===== src/hdl/lvpc_pkg.sv =====
/*
 * Package for the panel port control block: register map, field layout,
 * lane codes and carrier structs.
 * Assumes a 32-bit AHB-Lite register bus and a pixel stream from two pipes.
 */
package lvpc_pkg;

    // ************************************************************
    // Register map
    // ************************************************************
    localparam logic [31:0] LVPC_PORT_CTRL_ADDR = 32'h0006_1180;
    localparam logic [31:0] LVPC_SEQ_CTRL_ADDR = 32'h0006_1190;
    localparam logic [31:0] LVPC_SEQ_STAT_ADDR = 32'h0006_1194;
    localparam logic [31:0] LVPC_PORT_CTRL_RST = 32'h4000_0000;
    localparam logic [31:0] LVPC_PORT_CTRL_WMASK = 32'h43FF_87FC;
    localparam logic [31:0] LVPC_PORT_CTRL_EMASK = 32'h8000_0000;
    localparam logic [15:0] LVPC_UNLOCK_KEY = 16'hABCD;

    // ************************************************************
    // Field positions of the port control register
    // ************************************************************
    localparam int LVPC_B_EN = 31;
    localparam int LVPC_B_PIPE = 30;
    localparam int LVPC_B_DITH = 25;
    localparam int LVPC_B_FMT = 24;
    localparam int LVPC_B_HSUB = 23;
    localparam int LVPC_B_VSUB = 22;
    localparam int LVPC_B_VPOL = 21;
    localparam int LVPC_B_HPOL = 20;
    localparam int LVPC_B_DEINV = 19;
    localparam int LVPC_B_CH2_LO = 17;
    localparam int LVPC_B_FILL = 16;
    localparam int LVPC_B_BORDER = 15;
    localparam int LVPC_B_PDSTATE = 10;
    localparam int LVPC_B_CHA_LO = 8;
    localparam int LVPC_B_P3_LO = 6;
    localparam int LVPC_B_SECOND_LINK_CLOCK_PAIR_LO = 4;
    localparam int LVPC_B_CHB_LO = 2;

    // Lane activity codes
    localparam logic [1:0] LVPC_LANE_OFF = 2'h0;
    localparam logic [1:0] LVPC_LANE_ZERO = 2'h1;
    localparam logic [1:0] LVPC_LANE_RUN = 2'h3;

    // Second channel control codes
    localparam logic [1:0] LVPC_CH2_NORMAL = 2'h0;
    localparam logic [1:0] LVPC_CH2_ZEROS = 2'h2;
    localparam logic [1:0] LVPC_CH2_SUBST = 2'h3;

    // Sequencer status positions in the status register
    localparam int LVPC_S_PWR = 0;
    localparam int LVPC_S_PWRUP = 1;
    localparam int LVPC_S_READY = 2;

    // ************************************************************
    // Carriers
    // ************************************************************
    typedef struct packed {
        logic [7:0] r;
        logic [7:0] g;
        logic [7:0] b;
        logic de;
        logic blank_n;
        logic hs;
        logic vs;
    } lvpc_pix_t;

    // Per-lane state: pwr=powered, act=data/clock running
    typedef struct packed {
        logic pwr;
        logic act;
    } lvpc_lane_t;

    typedef struct packed {
        logic [6:0] data;   // one 7-bit slot per pair
        logic pwr;
        logic drv;          // output enable of both lines
    } lvpc_pair_t;

endpackage


===== src/hdl/lvpc_port.sv =====
/*
 * Panel port control: register, pixel source select, dither, control
 * mapping onto the link slots, and per-lane power/activity limits.
 * Assumes one AHB-Lite master, the panel sequencer state as inputs from
 * another clock domain, and pixel pipes on hclk.
 */
// Functional notes
// - Port enable zero keeps every pair powered down; one enables port.
// - Pipe assign bit: zero pipe A, one pipe B, reset is B.
// - Dither bit one dithers 8 to 6 bits; zero bypasses dither.
// - Format bit with lane fields selects .0 or 24.1 mapping.
// - Dual channel substitute mode sends first substitute bit as B hsync.
// - Dual channel substitute mode sends second substitute bit as B vsync.
// - Vsync polarity bit one inverts link vsync to active low.
// - Hsync polarity bit one inverts link hsync to active low.
// - Enable invert bit one makes the panel enable active low.
// - Second channel control: 00 normal, 10 zeros, 11 substitutes.
// - Fill bit chooses zero or duplicated data for reserved slots.
// - Border bit selects active enable or inverted blank as enable.
// - Sequencer power-down: drive zero or float per state bit.
// - Channel A field: 00 off, 01 data zero, 11 run.
// - Fourth pair field limits fourth pairs together with channel field.
// - Second clock field limits clock B, gated by channel B field.
// - Channel B field caps B lanes; software writes 00 or 11.
// - Sequencer power-down holds all lanes down regardless of fields.
// - Sequencer write protection leaves the register unchanged.
// - Protect while panel up or powering up, unless key unlocks.
// - Sequencer start needs port enabled, pipe and PLL ready.
`timescale 1ns/10ps
`default_nettype none
module lvpc_port
    import lvpc_pkg::*;
(
    // Clock and reset
    input wire logic hclk,
    input wire logic hresetn,
    input wire logic clk_en,
    // AHB-Lite slave
    input wire logic hsel,
    input wire logic [31:0] haddr,
    input wire logic [1:0] htrans,
    input wire logic hwrite,
    input wire logic [2:0] hsize,
    input wire logic [31:0] hwdata,
    input wire logic hready,
    output logic [31:0] hrdata,
    output logic hreadyout,
    output logic hresp,
    // Panel sequencer state, asynchronous
    input wire logic seq_panel_on,
    input wire logic seq_powering_up,
    input wire logic pipe_pll_ready,
    output logic seq_port_ready,
    // Pixel pipes
    input wire lvpc_pix_t pipe_a,
    input wire lvpc_pix_t pipe_b,
    // Link pairs: A0..A3, B0..B3, clock A, clock B
    output lvpc_pair_t pair_a0,
    output lvpc_pair_t pair_a1,
    output lvpc_pair_t pair_a2,
    output lvpc_pair_t pair_a3,
    output lvpc_pair_t pair_b0,
    output lvpc_pair_t pair_b1,
    output lvpc_pair_t pair_b2,
    output lvpc_pair_t pair_b3,
    output lvpc_pair_t pair_first_link_clock_pair,
    output lvpc_pair_t pair_second_link_clock_pair
);

    // ************************************************************
    // State
    // ************************************************************
    typedef struct packed {
        logic [31:0] ctrl;
        logic [15:0] key;
        logic [1:0] on_s1;
        logic [1:0] on_s2;
        logic [1:0] up_s1;
        logic [1:0] up_s2;
        logic wr_pend;
        logic [1:0] wr_sel;
        logic [31:0] rdata;
        logic [1:0] frm;
        logic ready;
        lvpc_pair_t [9:0] pr;
    } lvpc_state_t;

    lvpc_state_t s_q;
    lvpc_state_t s_d;

    // Reserved codes fold to power-down, so 10 never runs a lane
    function automatic lvpc_lane_t lane_of(input logic [1:0] code);
        lvpc_lane_t l;
        l.pwr = (code == LVPC_LANE_ZERO) || (code == LVPC_LANE_RUN);
        l.act = (code == LVPC_LANE_RUN);
        return l;
    endfunction

    function automatic lvpc_lane_t lane_and(input lvpc_lane_t x,
                                            input lvpc_lane_t y);
        lvpc_lane_t l;
        l.pwr = x.pwr & y.pwr;
        l.act = x.act & y.act;
        return l;
    endfunction

    function automatic logic [5:0] dith6(input logic [7:0] c,
                                         input logic [1:0] ph);
        logic [8:0] t;
        t = {1'b0, c} + {7'h00, ph};
        return t[8] ? 6'h3F : t[7:2];
    endfunction

    // ************************************************************
    // Combinational next state
    // ************************************************************
    lvpc_pix_t px;
    logic protect;
    logic seq_down;
    logic addr_ok;
    logic [31:0] wval;
    logic [7:0] r;
    logic [7:0] g;
    logic [7:0] b;
    logic de_l;
    logic hs_l;
    logic vs_l;
    logic de2;
    logic hs2;
    logic vs2;
    logic [1:0] ch2;
    lvpc_lane_t la;
    lvpc_lane_t lb;
    lvpc_lane_t l3;
    lvpc_lane_t lck;
    lvpc_lane_t [9:0] lane;
    logic [6:0] slot [0:7];
    logic fill;

    always_comb begin
        s_d = s_q;
        wval = 32'h0000_0000;
        if (clk_en) begin
            // Sequencer levels cross domains through two flops
            s_d.on_s1 = {seq_panel_on, seq_powering_up};
            s_d.on_s2 = s_q.on_s1;
        end
        seq_down = ~s_q.on_s2[1] & ~s_q.on_s2[0];
        protect = (s_q.on_s2[1] | s_q.on_s2[0])
                  && (s_q.key != LVPC_UNLOCK_KEY);
        px = s_q.ctrl[LVPC_B_PIPE] ? pipe_b : pipe_a;
        // Bus data phase
        if (clk_en && s_q.wr_pend) begin
            if (s_q.wr_sel == 2'h1 && !protect) begin
                wval = (hwdata & LVPC_PORT_CTRL_WMASK)
                       | (hwdata & LVPC_PORT_CTRL_EMASK)
                       | (s_q.ctrl & ~(LVPC_PORT_CTRL_WMASK
                                       | LVPC_PORT_CTRL_EMASK));
                s_d.ctrl = wval;
            end else if (s_q.wr_sel == 2'h2) begin
                s_d.key = hwdata[31:16];
            end
        end
        addr_ok = 1'b0;
        if (clk_en) begin
            s_d.wr_pend = 1'b0;
            if (hsel && hready && htrans[1]) begin
                if (haddr == LVPC_PORT_CTRL_ADDR) begin
                    s_d.wr_sel = 2'h1;
                    // Take the merged word so a read right after a write sees it
                    s_d.rdata = s_d.ctrl;
                    addr_ok = 1'b1;
                end else if (haddr == LVPC_SEQ_CTRL_ADDR) begin
                    s_d.wr_sel = 2'h2;
                    s_d.rdata = {s_d.key, 16'h0000};
                    addr_ok = 1'b1;
                end else if (haddr == LVPC_SEQ_STAT_ADDR) begin
                    s_d.wr_sel = 2'h0;
                    s_d.rdata = {29'h0, s_q.ready, s_q.on_s2[0],
                                 s_q.on_s2[1]};
                end else begin
                    s_d.wr_sel = 2'h0;
                    s_d.rdata = 32'h0000_0000;
                end
                s_d.wr_pend = hwrite & addr_ok;
            end
            s_d.ready = s_q.ctrl[LVPC_B_EN] & pipe_pll_ready;
            s_d.frm = s_q.frm + 2'h1;
        end
        // Colour path
        if (s_q.ctrl[LVPC_B_DITH]) begin
            r = {dith6(px.r, s_q.frm), 2'h0};
            g = {dith6(px.g, s_q.frm ^ 2'h1), 2'h0};
            b = {dith6(px.b, s_q.frm ^ 2'h2), 2'h0};
        end else begin
            r = px.r;
            g = px.g;
            b = px.b;
        end
        // Control indicators
        de_l = (s_q.ctrl[LVPC_B_BORDER] ? px.blank_n : px.de)
               ^ s_q.ctrl[LVPC_B_DEINV];
        hs_l = px.hs ^ s_q.ctrl[LVPC_B_HPOL];
        vs_l = px.vs ^ s_q.ctrl[LVPC_B_VPOL];
        ch2 = s_q.ctrl[LVPC_B_CH2_LO +: 2];
        if (ch2 == LVPC_CH2_NORMAL) begin
            de2 = de_l;
            hs2 = hs_l;
            vs2 = vs_l;
        end else if (ch2 == LVPC_CH2_SUBST) begin
            de2 = 1'b0;
            hs2 = s_q.ctrl[LVPC_B_HSUB];
            vs2 = s_q.ctrl[LVPC_B_VSUB];
        end else begin
            de2 = 1'b0;
            hs2 = 1'b0;
            vs2 = 1'b0;
        end
        fill = s_q.ctrl[LVPC_B_FILL] & r[0];
        // Format 0 puts the top six bits on pairs 0-2, format 1 the top two
        // bits on pair 3 with the low six on pairs 0-2
        if (s_q.ctrl[LVPC_B_FMT]) begin
            slot[0] = {g[0], r[5:0]};
            slot[1] = {b[1:0], g[5:1]};
            slot[2] = {de_l, vs_l, hs_l, b[5:2]};
            slot[3] = {fill, b[7:6], g[7:6], r[7:6]};
        end else begin
            slot[0] = {g[2], r[7:2]};
            slot[1] = {b[3:2], g[7:3]};
            slot[2] = {de_l, vs_l, hs_l, b[7:4]};
            slot[3] = {fill, b[1:0], g[1:0], r[1:0]};
        end
        slot[4] = slot[0];
        slot[5] = slot[1];
        slot[6] = {de2, vs2, hs2, slot[2][3:0]};
        slot[7] = slot[3];
        // Lane limits
        la = lane_of(s_q.ctrl[LVPC_B_CHA_LO +: 2]);
        lb = lane_of(s_q.ctrl[LVPC_B_CHB_LO +: 2]);
        l3 = lane_of(s_q.ctrl[LVPC_B_P3_LO +: 2]);
        lck = lane_and(lane_of(s_q.ctrl[LVPC_B_SECOND_LINK_CLOCK_PAIR_LO +: 2]), lb);
        for (int i = 0; i < 10; i++) begin
            if (i < 3) begin
                lane[i] = la;
            end else if (i == 3) begin
                lane[i] = lane_and(l3, la);
            end else if (i < 7) begin
                lane[i] = lb;
            end else if (i == 7) begin
                lane[i] = lane_and(l3, lb);
            end else if (i == 8) begin
                lane[i] = la;
            end else begin
                lane[i] = lck;
            end
            // Timing slot on pairs 2 and 6 stays live in data-zero mode
            if (seq_down || !s_q.ctrl[LVPC_B_EN]) begin
                lane[i] = '0;
            end
        end
        if (clk_en) begin
            for (int i = 0; i < 10; i++) begin
                s_d.pr[i].pwr = lane[i].pwr;
                // Down pairs drive zero or float by the state bit
                s_d.pr[i].drv = lane[i].pwr
                                | ~s_q.ctrl[LVPC_B_PDSTATE];
                // Clock A keeps running in data-zero mode, clock B does not
                if (i == 8) begin
                    s_d.pr[i].data = (lane[i].pwr) ? 7'h63 : 7'h00;
                end else if (i == 9) begin
                    s_d.pr[i].data = (lane[i].act) ? 7'h63 : 7'h00;
                end else if (lane[i].act) begin
                    s_d.pr[i].data = slot[i];
                end else if (lane[i].pwr && (i == 2 || i == 6)) begin
                    s_d.pr[i].data = {slot[i][6:4], 4'h0};
                end else begin
                    s_d.pr[i].data = 7'h00;
                end
            end
        end
    end

    // ************************************************************
    // Registers
    // ************************************************************
    always_ff @(posedge hclk or negedge hresetn) begin
        if (!hresetn) begin
            s_q <= '0;
            s_q.ctrl <= LVPC_PORT_CTRL_RST;
            // Down pairs drive zero from the start, as the state bit resets 0
            s_q.pr <= {10{7'h00, 1'b0, 1'b1}};
        end else begin
            s_q <= s_d;
        end
    end

    assign hrdata = s_q.rdata;
    assign hreadyout = 1'b1;
    assign hresp = 1'b0;
    assign seq_port_ready = s_q.ready;
    assign pair_a0 = s_q.pr[0];
    assign pair_a1 = s_q.pr[1];
    assign pair_a2 = s_q.pr[2];
    assign pair_a3 = s_q.pr[3];
    assign pair_b0 = s_q.pr[4];
    assign pair_b1 = s_q.pr[5];
    assign pair_b2 = s_q.pr[6];
    assign pair_b3 = s_q.pr[7];
    assign pair_first_link_clock_pair = s_q.pr[8];
    assign pair_second_link_clock_pair = s_q.pr[9];
endmodule // lvpc_port
`default_nettype wire


===== config.mk =====
export PLATFORM = sky130hd
export DESIGN_NAME = lvpc_port
export DESIGN_NICKNAME = d
export VERILOG_FILES = /design/src/hdl/lvpc_pkg.sv /design/src/hdl/lvpc_port.sv
export SDC_FILE = /design/constraint.sdc
export NUM_CORES = 1
export LEC_CHECK = 0
export BUFFER_PORTS_ARGS = -buffer_cell sky130_fd_sc_hd__buf_2
export CORE_MARGIN = 2
export CORE_UTILIZATION = 40
export DETAILED_ROUTE_END_ITERATION = 8
export GPL_TIMING_DRIVEN = 0
export PLACE_DENSITY_LB_ADDON = 0.3
export SLEW_MARGIN = 10
export SYNTH_ARGS = -nofsm -noshare
export SYNTH_HDL_FRONTEND = slang
export SYNTH_SLANG_ARGS = --single-unit

===== constraint.sdc =====
create_clock -name hclk -period 3 [get_ports hclk]
set_input_delay 0.3 -clock hclk [delete_from_list [all_inputs] [get_ports hclk]]
set_output_delay 0.3 -clock hclk [all_outputs]
set_load 0.005 [all_outputs]

# After elaboration in Yosys (flattened, before gate mapping)
# Index checks and enable logic that the tools add are counted.
# Widths: inputs -> output; s select.
# classes
n_bitwise	26
addsub	4
n_eq_ne	15
n_reduce_logical	14
muxes	43
# op_table
operator	n
$eq 32x19->1 const B	3
$mux 7	12
$mux 34	2
$mux 28	2
$mux 48	1
$mux 35	1
$mux 16	2
$mux 32	1
$or 31x32->32	1
$or 32x30->32	1
$add 8x2->9	3
$mux 8	3
$mux 6	3
$ne 16x16->1 const B	1
$eq 2x2->1 const B	6
$and 1x1->1	10
$eq 2x1->1 const B	5
$mux 1	10
$mux 2	5
$or 1x1->1	6
$logic_and 1x1->1	5
$logic_or 1x1->1	5
$not 1->1	5
$mux 3	1
5 further kinds	8
# totals
word_cells	131
out_inout_bits	125
inputBits	134
register_bits	170

# Longest topological paths before layout
# depth
depth_word	9
ltp_mapped	13
depth_no_buf	9

# Worst setup path after synthesis
# No wires, ideal clock.
# synth_timing
kind	register -> register
from	reg s_q[182] (netlist bit)
to	reg s_q (netlist bit pair_b2[3])
synth_period_minus_slack_ns	3.135
required_ns	2.862
path_slack_ns	-0.135
path_buffers	5
setup_ns	0.138
t_arrival_ns	2.997
stages_incl_launch_ff	14
cell_sequence	dfstp_2 -> buf_6 -> buf_8 -> buf_4 -> buf_4 -> mux2_2 -> ha_1 -> nand2_1 -> o31ai_2 -> buf_6 -> nand3_2 -> xnor2_2 -> a2111oi_2 -> o32ai_1
# synth_between
elab_chain_len	6
# synth_rtl
element	line	rtl
start, declared	lvpc_port.sv:88	lvpc_state_t s_q;
$mux 28 *	lvpc_port.sv:151	px = s_q.ctrl[LVPC_B_PIPE] ? pipe_b : pipe_a;
$add 8x2->9	lvpc_port.sv:110	t = {1'b0, c} + {7'h00, ph};
$mux 6	lvpc_port.sv:111	return t[8] ? 6'h3F : t[7:2];
$mux 8 *	lvpc_port.sv:191	if (s_q.ctrl[LVPC_B_DITH]) begin
$mux 28 *	lvpc_port.sv:222	if (s_q.ctrl[LVPC_B_FMT]) begin
$mux 7 *	lvpc_port.sv:272	end else if (lane[i].act) begin
# Mark *: on every way between the ends. The rest lies on a longest branch, timed or not.
# A chain may end at the register's enable or synchronous reset.

# Worst setup path after layout
# layout_timing
from	reg s_q[182] (netlist bit)
to	reg s_q (netlist bit pair_b2[5])
# Same word-level chain as after synthesis.

==> reports/results.md <==
| Result | Reported |
| --- | --- |
| Run status | complete, no violations |
| Dominant combinational cell family by area after synthesis | compound AO/OA/AOI/OAI gates |
| Category of the most critical setup path | flop to flop |
| Total detailed-routing wirelength | 23,400 um |
| Core area | 20,100 um2 |
| Most frequent cell after synthesis | sky130_fd_sc_hd__dfrtp_1 |
| Post-synthesis simple-gate area fraction | 0.119 |
| Synthesized flop and latch total | 143 |
| Sequential area share after synthesis | 0.440 |
| Area enclosed by the die boundary | 21,500 um2 |
| Worst hold slack after final layout | 107 ps |
| Via count of the first global-routing pass | 6,415 |
| Rows | 52 |
| Wire length per cell after detailed routing | 17.7 um |
| Pin count of the biggest net entering global routing | 104 |
| Clock power share | 0.437 |
| Count of warnings emitted by yosys | 0 |
| Setup crit end kind | flop |
| Internal | 3.29 mW |
| Clock Skews | 13.6 ps |
| Tmin final | 2990 ps |
| Worst max-slew margin expressed relative to the limit | 0.435 |
| Buffers on Ports | 234 |
| Total of max-cap violations | 0 |
| Worst EP arrival | 3250 ps |
| Setup repair after global routing missed its margin | yes |
| Count of flip-flops with a built-in enable after synthesis | 0 |
| Layout cells sized above 1 | 0.476 |
| Synth Cell Area | 8150 um2 |
| Area fraction in compound gates after synthesis | 0.167 |
| Number of pins with negative max-slew slack in the final report | 0 |
| Area growth from synthesis to final layout | 29.0% |
| Final setup viols | 0 |
| Area share of the largest cell type after synthesis | 0.421 |
| Switching fraction of total power | 0.264 |
| Largest cells by area after synthesis | sky130_fd_sc_hd__dfrtp_1 (42%), sky130_fd_sc_hd__buf_4 (12%), sky130_fd_sc_hd__mux2_2 (5.1%) |
| Number of H-tree levels | 4 |
| Proportion of synthesized area in mux cells | 0.100 |
| Synthesized area divided by synthesized cell count | 10.6 um2 |
| Dominant register cell in the synthesized netlist | sky130_fd_sc_hd__dfrtp_1 |
| Detailed placement HPWL | 17,900 um |
| Total leakage power | 5.33 nW |
| Async S/R FF share, synth | 1.00 |
| Synthesized-area fraction occupied by adder cells | 0.00461 |
| I/O pin total | 259 |
| Crit path setup slack, layout | 13.9 ps |
| Buffer type at the clock tree root | sky130_fd_sc_hd__clkbuf_16 |
| Clock Tree Buf Depth | 2 |
| Global placer's final weighted congestion | 0.915 |
| TritonCTS Buffers | 17 |
| Clock Sink Count | 143 |
| First-pass DRT Iterations | 6 |
| Maximum ir drop on the vdd rail | 0.000412 V |
| Seq pwr share | 0.443 |
| Post-DRT Antenna Nets | 0 |
| Number of vias after detailed routing | 6,812 |
| Number of cells produced by synthesis | 765 |
| Number of hold violations in the final report | 0 |
| Post-synth top cells | sky130_fd_sc_hd__dfrtp_1 (137), sky130_fd_sc_hd__buf_4 (128), sky130_fd_sc_hd__nand2_1 (63), sky130_fd_sc_hd__mux2_2 (37), sky130_fd_sc_hd__o2bb2ai_1 (36) |
| Max Clk Rate | 335 MHz |
| Power density over the cells | 425 nW/um2 |
| Total Nets Final | 1,178 |
| Aggregate global-route resource usage | 0.213 |
| Number of unique standard cell types used by synthesis | 86 |
| Number of inserted diodes | 0 |
| Net switching power figure | 1.18 mW |
| Combinational cell fraction of total power | 0.121 |
| Slew @ Worst Pin | 824 ps |
| Post-Synth XOR/XNOR Area | 0.0117 |
| Final period util | 0.995 |
| Class of the tightest hold or removal check | input port to flop |
| Post-placement worst setup slack | -728 ps |
| Launching element type of the critical path | flop |
| Critical Path RT | 3270 ps |
| Antenna violations before repair | 1 |
| Largest fanout on the critical path | 7 |
| Clock-pin slew reported for the worst setup and hold paths after clock tree synthesis | 60 ps |
| Source-to-sink clock delay at the later pin of the worst-skew pair | 430 ps |
| Synth area leader | sky130_fd_sc_hd__dfrtp_1 |
| Clock tree from TritonCTS | yes |
| Final instance area | 10,500 um2 |
| Die Y-Extent | 147 um |
| Number of vias per cell after detailed routing | 5.15 |
| Die width | 147 um |
| Final core utilization | 0.523 |
| Area of placed instances | 9770 um2 |
| Starting density of the core | 0.405 |
| Overall power after layout | 4.47 mW |
| First-pass GRT wire length | 35,600 um |
| Count of routing violations after the opening detailed-route iteration | 449 |
| Count of unresolved DRC violations after routing | 0 |
| Number of fill cells in the layout | 1,855 |
| Global route overflow | 0 |
layout by cell type (no fill, tap or decap), drive strengths merged, types with 7 or more instances in the layout:
cell,n
clkbuf,40
nor2,19
mux2i,29
nor3,8
a31oi,10
buf,389
o211ai,12
o21ai,20
mux2,41
a21oi,14
inv,27
clkinv,7
a32o,9
o2bb2ai,36
nand3,34
nor4,7
dfrtp,137
a22o,22
nand2,64
conb,12
cell families (layout without fill, tap and decap cells):
family,count (synthesis),in the layout
mux,72,72
simple gates,177,177
buf+inv,190,469
xor+xnor,10,10
compound gates,168,168
other cells,2,12
flops,143,143
fa+ha+maj,3,3
final timing paths:
| check | start | end | slack [ps] | cells after the start |
|---|---|---|---|---|
| worst min-delay path | hwrite | s_q[127]$_DFFE_PN0P_ | 110 | 2 |
| max in group asynchronous | hresetn | s_q[182]$_DFF_PN1_ | 1840 | 3 |
| worst max register to register | s_q[182]$_DFF_PN1_ | pair_b2[5]$_DFFE_PN0P_ | 10 | 11 |
| worst min register to register | pair_second_link_clock_pair[0]$_DFFE_PN1P_ | pair_second_link_clock_pair[0]$_DFFE_PN1P_ | 490 | 2 |
| worst max-delay path | s_q[182]$_DFF_PN1_ | pair_b2[5]$_DFFE_PN0P_ | 10 | 11 |
| min in group asynchronous | hresetn | hrdata[19]$_DFFE_PN0P_ | 340 | 2 |
critical path, cell delays in order (launching register included):
cell and delay (ps):
sky130_fd_sc_hd__dfstp_2 610, sky130_fd_sc_hd__buf_12 140, sky130_fd_sc_hd__buf_12 120, sky130_fd_sc_hd__mux2_4 340, sky130_fd_sc_hd__ha_4 280, sky130_fd_sc_hd__nand2_4 50, sky130_fd_sc_hd__o31ai_4 310, sky130_fd_sc_hd__buf_6 180
sky130_fd_sc_hd__nand3_4 100, sky130_fd_sc_hd__xnor2_4 160, sky130_fd_sc_hd__a2111oi_4 390, sky130_fd_sc_hd__o32ai_2 150
power groups by stage:
stage               combinational, mW  clock (mW)  sequential [mW]
floorplan                       0.286           0             2.01
global placement                0.495           0             2.01
detailed placement              0.505           0             2.01
CTS                             0.520        1.97             1.98
global route                    0.590        2.07             1.98
finish                          0.540        1.95             1.98
stage by stage:
stage / instances / TNS, ps
final: 1324 / 0
after global placement: 1279 / -80060
after detailed placement: 1280 / -22040
after global routing: 1324 / -105
after floorplan: 775 / 0
after CTS: 1319 / 0
state kept, by name, indices dropped and copies added (netlist names), 7 cells and up:
register	flops
pair_a1	7
pair_b2	9
s_q	45
pair_b1	7
pair_a0	7
pair_b0	7
pair_b3	9
pair_a3	9
hrdata	28
pair_a2	8
layout make-up:
| class | instances | area, um2 | area share |
|---|---|---|---|
| clock inverter | 11 | 85.1 | 0.00809 |
| tap | 270 | 338 | 0.0321 |
| multi-input combinational | 442 | 3450 | 0.328 |
| timing repair buffer | 249 | 1320 | 0.125 |
| sequential | 143 | 3590 | 0.341 |
| inverter | 26 | 97.6 | 0.00928 |
| buffer | 162 | 1180 | 0.112 |
| clock buffer | 21 | 460 | 0.0438 |
what timing repair did:
action / in CTS / in global routing
setup buffers: 7 / 6
hold endpoints to repair: 40 / 0
setup endpoints to repair: 48 / 24
resized for setup: 14 / 8
pin swaps: 3 / 6
hold buffers: 1 / 0
per-layer routing:
layer / track usage / wire, um
met5: 0 / 13
met1: 0.299 / 10600
met2: 0.341 / 11000
met3: 0.0441 / 1500
met4: 0.0461 / 221
(Power assumes the default switching activity.)
